File: src/shared/timer_b_defs.svh
// Behaviour
// - While counting, a read of the counter returns the live count without disturbing it, except in the reload cycle.
// - In timer or event counter mode, a read in the reload cycle returns all ones instead of the reloaded count.
// - A value written while counting is halted is what a read returns until counting starts.
// - In a measurement mode, changing the measured-quantity select bit after counting starts sets the interrupt request flag.
// - In a measurement mode, the first qualifying edge after start transfers an undefined count to the reload register, to be discarded by software.
// - The first qualifying edge after start in a measurement mode raises no interrupt request; later edges capture valid measurements.
`ifndef TIMER_B_DEFS_SVH
`define TIMER_B_DEFS_SVH
`define TB_WIDTH 16
`define TB_COUNT_RESET 16'h0000
`define TB_RELOAD_RESET 16'h0000
`define TB_READ_RESET 16'h0000
`define TB_READ_ON_RELOAD 16'hFFFF
`endif

File: src/shared/timer_b_pkg.sv
package timer_b_pkg;
	typedef enum logic [1:0] {
		MODE_TIMER = 2'b00,
		MODE_EVENT = 2'b01,
		MODE_MEASURE = 2'b10,
		MODE_SPARE = 2'b11
	} tb_mode_t;
	typedef enum logic [0:0] {
		MEAS_PERIOD = 1'b0,
		MEAS_WIDTH = 1'b1
	} tb_meas_t;
endpackage

File: src/core/timer_b_edge.sv
`timescale 1ns/10ps
`default_nettype none
module timer_b_edge
(
	// clock and reset
	input wire logic clk_i,
	input wire logic reset_n_i,
	// pin and selection
	input wire logic pin_i,
	input wire logic width_sel_i,
	// detected edges
	output logic qual_edge_o,
	output logic any_edge_o
);
	logic pin_reg;
	logic rise;
	logic fall;

	always_ff @(posedge clk_i)
	begin
		if (!reset_n_i)
			pin_reg <= 1'b0;
		else
			pin_reg <= pin_i;
	end

	assign rise = pin_i && !pin_reg;
	assign fall = !pin_i && pin_reg;
	// period: falling edges; width: both edges
	assign qual_edge_o = width_sel_i ? (rise || fall) : fall;
	assign any_edge_o = rise || fall;
endmodule // timer_b_edge
`default_nettype wire

File: src/core/timer_b_channel.sv
`timescale 1ns/10ps
`default_nettype none
`include "timer_b_defs.svh"
module timer_b_channel
#(
	parameter int WIDTH = `TB_WIDTH
)
(
	// clock and reset
	input wire logic clk_i,
	input wire logic reset_n_i,
	// control
	input wire timer_b_pkg::tb_mode_t mode_i,
	input wire timer_b_pkg::tb_meas_t meas_sel_i,
	input wire logic start_i,
	// count sources
	input wire logic count_pulse_i,
	input wire logic event_pin_i,
	// counter access
	input wire logic wr_i,
	input wire logic [WIDTH-1:0] wr_data_i,
	input wire logic rd_i,
	output logic [WIDTH-1:0] rd_data_o,
	output logic [WIDTH-1:0] reload_o,
	// interrupt request
	input wire logic irq_clear_i,
	output logic irq_o
);
	import timer_b_pkg::*;

	logic [WIDTH-1:0] count_reg;
	logic [WIDTH-1:0] reload_reg;
	logic [WIDTH-1:0] rd_reg;
	logic irq_reg;
	logic first_reg;
	logic meas_sel_reg;
	logic qual_edge;
	logic any_edge;
	logic measuring;
	logic tick;
	logic underflow;
	logic capture;
	logic sel_change;

	timer_b_edge edge_det
	(
		.clk_i(clk_i),
		.reset_n_i(reset_n_i),
		.pin_i(event_pin_i),
		.width_sel_i(meas_sel_i == MEAS_WIDTH),
		.qual_edge_o(qual_edge),
		.any_edge_o(any_edge)
	);

	// ----------------------------------------
	// count sources
	// ----------------------------------------
	assign measuring = (mode_i == MODE_MEASURE);
	assign tick = (mode_i == MODE_EVENT) ? (any_edge && !event_pin_i) : count_pulse_i;
	assign underflow = start_i && !measuring && tick && (count_reg == '0);
	assign capture = start_i && measuring && qual_edge;
	assign sel_change = start_i && measuring && (meas_sel_reg != meas_sel_i);

	// ----------------------------------------
	// counter
	// ----------------------------------------
	always_ff @(posedge clk_i)
	begin
		if (!reset_n_i)
			count_reg <= `TB_COUNT_RESET;
		else if (!start_i && wr_i)
			count_reg <= wr_data_i;
		else if (underflow)
			count_reg <= reload_reg;
		else if (start_i && !measuring && tick)
			count_reg <= count_reg - WIDTH'(1);
		else if (capture)
			count_reg <= '0;
		else if (start_i && measuring && count_pulse_i)
			count_reg <= count_reg + WIDTH'(1);
	end

	// ----------------------------------------
	// reload register
	// ----------------------------------------
	always_ff @(posedge clk_i)
	begin
		if (!reset_n_i)
			reload_reg <= `TB_RELOAD_RESET;
		else if (capture)
			reload_reg <= count_reg;
		else if (!measuring && wr_i)
			reload_reg <= wr_data_i;
	end

	// ----------------------------------------
	// first edge tracking
	// ----------------------------------------
	always_ff @(posedge clk_i)
	begin
		if (!reset_n_i)
			first_reg <= 1'b1;
		else if (!start_i)
			first_reg <= 1'b1;
		else if (capture)
			first_reg <= 1'b0;
	end

	always_ff @(posedge clk_i)
	begin
		if (!reset_n_i)
			meas_sel_reg <= 1'b0;
		else
			meas_sel_reg <= meas_sel_i;
	end

	// ----------------------------------------
	// interrupt request, set beats clear
	// ----------------------------------------
	always_ff @(posedge clk_i)
	begin
		if (!reset_n_i)
			irq_reg <= 1'b0;
		else if (underflow || sel_change || (capture && !first_reg))
			irq_reg <= 1'b1;
		else if (irq_clear_i)
			irq_reg <= 1'b0;
	end

	// ----------------------------------------
	// read path
	// ----------------------------------------
	always_ff @(posedge clk_i)
	begin
		if (!reset_n_i)
			rd_reg <= `TB_READ_RESET;
		else if (rd_i && underflow)
			rd_reg <= `TB_READ_ON_RELOAD;
		else if (rd_i)
			rd_reg <= count_reg;
	end

	assign rd_data_o = rd_reg;
	assign reload_o = reload_reg;
	assign irq_o = irq_reg;

	// ----------------------------------------
	// checks
	// ----------------------------------------
	reload_read_a: assert property (@(posedge clk_i) disable iff (!reset_n_i)
		rd_i && underflow |=> rd_data_o == `TB_READ_ON_RELOAD)
		else $error("read at reload not all ones");
	live_read_a: assert property (@(posedge clk_i) disable iff (!reset_n_i)
		rd_i && !underflow |=> rd_data_o == $past(count_reg))
		else $error("read not live count");
	halted_write_a: assert property (@(posedge clk_i) disable iff (!reset_n_i)
		!start_i && wr_i ##1 (!start_i && !wr_i && rd_i) |=> rd_data_o == $past(wr_data_i, 2))
		else $error("halted write not read back");
	sel_change_a: assert property (@(posedge clk_i) disable iff (!reset_n_i)
		sel_change |=> irq_o)
		else $error("select change no irq");
	capture_load_a: assert property (@(posedge clk_i) disable iff (!reset_n_i)
		capture |=> reload_o == $past(count_reg))
		else $error("capture not loaded");
	first_edge_a: assert property (@(posedge clk_i) disable iff (!reset_n_i)
		capture && first_reg && !irq_o && !underflow && !sel_change |=> !irq_o)
		else $error("first edge raised irq");
	underflow_irq_a: assert property (@(posedge clk_i) disable iff (!reset_n_i)
		underflow && !wr_i |=> irq_o && count_reg == $past(reload_reg))
		else $error("underflow not reloaded");
	decrement_a: assert property (@(posedge clk_i) disable iff (!reset_n_i)
		start_i && !measuring && tick && count_reg != '0 && !wr_i
		|=> count_reg == $past(count_reg) - WIDTH'(1))
		else $error("no decrement");

	// ----------------------------------------
	// checks, counter and reload
	// ----------------------------------------
	halted_hold_a: assert property (@(posedge clk_i) disable iff (!reset_n_i)
		!start_i && !wr_i |=> $stable(count_reg))
		else $error("halted count moved");
	halted_load_a: assert property (@(posedge clk_i) disable iff (!reset_n_i)
		!start_i && wr_i |=> count_reg == $past(wr_data_i))
		else $error("halted write not in counter");
	running_write_a: assert property (@(posedge clk_i) disable iff (!reset_n_i)
		start_i && wr_i && !measuring && !tick |=> $stable(count_reg))
		else $error("running write disturbed count");
	reload_write_a: assert property (@(posedge clk_i) disable iff (!reset_n_i)
		start_i && wr_i && !measuring |=> reload_o == $past(wr_data_i))
		else $error("running write not in reload");
	event_idle_a: assert property (@(posedge clk_i) disable iff (!reset_n_i)
		mode_i == MODE_EVENT && start_i && !(any_edge && !event_pin_i) |=> $stable(count_reg))
		else $error("event count moved without falling edge");
	measure_count_a: assert property (@(posedge clk_i) disable iff (!reset_n_i)
		start_i && measuring && count_pulse_i && !qual_edge
		|=> count_reg == $past(count_reg) + WIDTH'(1))
		else $error("measurement count not incremented");
	capture_restart_a: assert property (@(posedge clk_i) disable iff (!reset_n_i)
		capture |=> count_reg == '0)
		else $error("count not restarted at capture");
	measure_reload_a: assert property (@(posedge clk_i) disable iff (!reset_n_i)
		measuring && !capture |=> $stable(reload_o))
		else $error("reload moved without capture");

	// ----------------------------------------
	// checks, request and read
	// ----------------------------------------
	first_arm_a: assert property (@(posedge clk_i) disable iff (!reset_n_i)
		!start_i |=> first_reg)
		else $error("first edge not armed");
	first_done_a: assert property (@(posedge clk_i) disable iff (!reset_n_i)
		capture |=> !first_reg)
		else $error("first edge not consumed");
	later_edge_a: assert property (@(posedge clk_i) disable iff (!reset_n_i)
		capture && !first_reg |=> irq_o)
		else $error("later edge no irq");
	irq_hold_a: assert property (@(posedge clk_i) disable iff (!reset_n_i)
		irq_o && !irq_clear_i |=> irq_o)
		else $error("irq dropped without clear");
	irq_clear_a: assert property (@(posedge clk_i) disable iff (!reset_n_i)
		irq_clear_i && !underflow && !sel_change && !capture |=> !irq_o)
		else $error("irq not cleared");
	read_hold_a: assert property (@(posedge clk_i) disable iff (!reset_n_i)
		!rd_i |=> $stable(rd_data_o))
		else $error("read data moved without read");
endmodule // timer_b_channel
`default_nettype wire

File: config.mk
export PLATFORM = sky130hd
export DESIGN_NAME = timer_b_channel
export DESIGN_NICKNAME = d
export VERILOG_FILES = /design/src/shared/timer_b_pkg.sv /design/src/core/timer_b_edge.sv /design/src/core/timer_b_channel.sv
export VERILOG_INCLUDE_DIRS = /design/src /design/src/shared
export SDC_FILE = /design/constraint.sdc
export NUM_CORES = 1
export LEC_CHECK = 0
export BUFFER_PORTS_ARGS = -buffer_cell sky130_fd_sc_hd__buf_2
export CAP_MARGIN = 20
export CORE_ASPECT_RATIO = 1.25
export CORE_UTILIZATION = 60
export DETAILED_ROUTE_END_ITERATION = 12
export PLACE_DENSITY = 0.85
export SLEW_MARGIN = 10
export SYNTH_ARGS = -nofsm -noshare
export SYNTH_HDL_FRONTEND = slang
export SYNTH_SLANG_ARGS = --single-unit
export TNS_END_PERCENT = 1
File: constraint.sdc
create_clock -name clk_i -period 4.37 [get_ports clk_i]
set_input_delay 0.874 -clock clk_i [delete_from_list [all_inputs] [get_ports clk_i]]
set_output_delay 0.874 -clock clk_i [all_outputs]
set_load 0.005 [all_outputs]
==> impl_metrics.tcl <==
set metrics [dict create \
    async_flop_share 0 \
    ys_ff_latch 52 \
    nNetsFinal 478 \
    syn2layout_area_growth_pct 9.37 \
    utilization 0.685 \
    crit_path_end "count_reg[15]$_SDFFE_PN0P_" \
    cap_violations 0 \
    synth_edf_count 0 \
    row_count 29 \
    r2r_end "count_reg[15]$_SDFFE_PN0P_" \
    finalWirelength_um 9510 \
    grt_pass1_wl_um 15500 \
    tns_ns 0 \
    stdcell_count 510 \
    cp-start-kind "primary input" \
    grt-ovfl-total 0 \
    initial_core_util 0.626 \
    synth_fp_nets 448 \
    rr_startpoint "edge_det.pin_reg$_SDFF_PN0_" \
    vias 3395 \
    r2r_cells 7 \
    peakVddDrop_uv 232 \
    gp_congestion 0.954 \
    cts_buffers 5 \
    fin_crit_sh 0.697 \
    pin_count 60 \
    grt_pass1_vias 3236 \
    cp-end-kind "flop" \
    whs_path_depth 2 \
    mostFrequentLayoutCell "buf_2" \
    ff2ff_setup_slack_ns 1.72 \
    ctsResizeCount 0 \
    drc_errors 0 \
    dp_cells 502 \
    synthTopCellsByArea "dfxtp_1, nand3_1, nor2_1, a21oi_1, a311oi_1" \
    viasPerCell 6.66 \
    core_area_mm2 0.00512 \
    cts_tree "yes" \
    clock_sinks 52 \
    firstDrtPassIters 5 \
    yosys.area.top_type "dfxtp_1" \
    track_usage 0.356 \
    cts.clk_slew.worst_paths_ns 0.09 \
    avgSynthCellArea_um2 7.68 \
    syn_area_mm2 0.00320 \
    ant_nets 0 \
    hpwl_um 6520 \
    period_needed_ns 3.05 \
    maxSlewHeadroom 0.315 \
    leakage_nw 1.40 \
    hold_viol_final 0 \
    dr.first_iter.drc_count 305 \
    synth_xor_area_frac 0.0383 \
    finalMaxSlewViolations 0 \
    cp.arrival_ns 3.26 \
    p_per_area_mw_per_mm2 329 \
    synthCells 417 \
    status "finished, final reports clean" \
    design.die.area_mm2 0.00564 \
    synth_cell_types 60 \
    synth.yosys.seq_area_share 0.325 \
    antenna_found_initial 0 \
    yosys.area_share.simple 0.295 \
    avgRoutedWirePerCell_um 18.7 \
    path_class "primary input to flop" \
    synth-main-ff-cell "dfxtp_1" \
    synth_mux_area_frac 0.00312 \
    setup_viol 0 \
    rsz0062_at_grt "false" \
    clk_latency_ns 0.31 \
    yosysWarnings 0 \
    worst_pin_slew_ns 1.03 \
    synth_compound_area_frac 0.252 \
    cp_data_required_time_ns 4.58 \
    diodes 0 \
    yosysTopAreaCellShare 0.325 \
    hold_path.class "flop to flop" \
    cts_buffer_depth 2 \
    crit_fanout 19 \
    root_buffer "clkbuf_8" \
    drive_above_1_share 0.192 \
    synth_top_family_by_area "simple AND/OR/NAND/NOR gates" \
    yosys.area_share.adder 0.0156 \
    fill_cells 433 \
    grt_max_degree 33 \
    die_w_um 67.4 \
    numPortBuffers 59 \
    skew_ns 0.00795 \
    die_h_um 83.7 \
    startpoint "event_pin_i" \
    fmax_mhz 328 \
    htree_levels 2 \
    postCtsSetupRepairBufs 0 \
    postCtsHoldBufs 0 \
    layout_common_cells "buf_2, nor2_1, dfxtp_1" \
]
## final cells by class
cell class	instances	area, um2	share of cell area
multi-input combinational	315	1930	0.552
timing repair buffer	62	318	0.0907
sequential	52	1040	0.297
tap	62	77.6	0.0221
clock inverter	2	10.0	0.00286
inverter	11	41.3	0.0118
clock buffer	6	82.6	0.0236
## synthesized netlist by cell type, types with 4 or more instances
cell type  count
a21oi_1       28
inv_1         11
nor3_1        14
a311oi_1      16
o221ai_1       4
nand2_1       36
nor4_4         5
nand3_1       39
dfxtp_1       52
ha_1           4
nand4_1        5
buf_4          7
clkbuf_1      22
o21ai_0       24
a221oi_1       5
nor2_1        52
o22ai_1        6
xnor2_1       12
nand2b_1       4
nor4_1         5
buf_2          4
## metal layers
metal,global-route usage,up-vias,share of wire
li1,-,1592,-
met1,0.458,1580,0.41
met2,0.549,190,0.47
met3,0.0587,33,0.077
met4,0.201,0,0.041
met5,0,-,0
## critical path, stage by stage
cell      delay [ns]
buf_2           0.08
inv_1           0.04
ha_1            0.20
and4b_1         0.23
a31oi_4         0.52
nand3_1         0.39
nor2_1          0.54
a21oi_1         0.11
a221oi_2        0.27
## how the worst min path moves through the flow
| stage | start | to | slack [ns] |
|---|---|---|---|
| floorplan | first_reg$_SDFFE_PN1P_ | first_reg$_SDFFE_PN1P_ | 0.43 |
| global placement | first_reg$_SDFFE_PN1P_ | first_reg$_SDFFE_PN1P_ | 0.46 |
| detailed placement | first_reg$_SDFFE_PN1P_ | first_reg$_SDFFE_PN1P_ | 0.48 |
| CTS | reload_o[12]$_SDFFE_PN0P_ | reload_o[12]$_SDFFE_PN0P_ | 0.51 |
| global route | reload_o[12]$_SDFFE_PN0P_ | reload_o[12]$_SDFFE_PN0P_ | 0.52 |
| finish | first_reg$_SDFFE_PN1P_ | first_reg$_SDFFE_PN1P_ | 0.50 |
## logic make-up after synthesis
group | count (synthesis)
compound gates | 115
xor+xnor | 14
fa+ha+maj | 4
buf+inv | 50
flops | 52
mux | 1
simple gates | 181
## per-stage QoR
| stage | cell area [um2] | hold WS [ns] | setup slack [ns] | power, W |
|---|---|---|---|---|
| after floorplan | 3200 | 0.433 | 1.73 | 0.000784 |
| after global placement | 3410 | 0.459 | 1.15 | 0.000860 |
| after global routing | 3500 | 0.525 | 1.07 | 0.00120 |
| final | 3500 | 0.504 | 1.32 | 0.00115 |
| after detailed placement | 3410 | 0.485 | 1.07 | 0.000867 |
| after CTS | 3500 | 0.506 | 1.39 | 0.00115 |
## where the power goes
part	leakage [nW]	total (W)	switching [W]	internal (W)
sequential	0.429	0.000567	0.0000562	0.000511
combinational	0.921	0.000298	0.000178	0.000120
clock	0.0510	0.000289	0.000162	0.000127
total	1.40	0.00115	0.000396	0.000757
(Power assumes the default switching activity.)
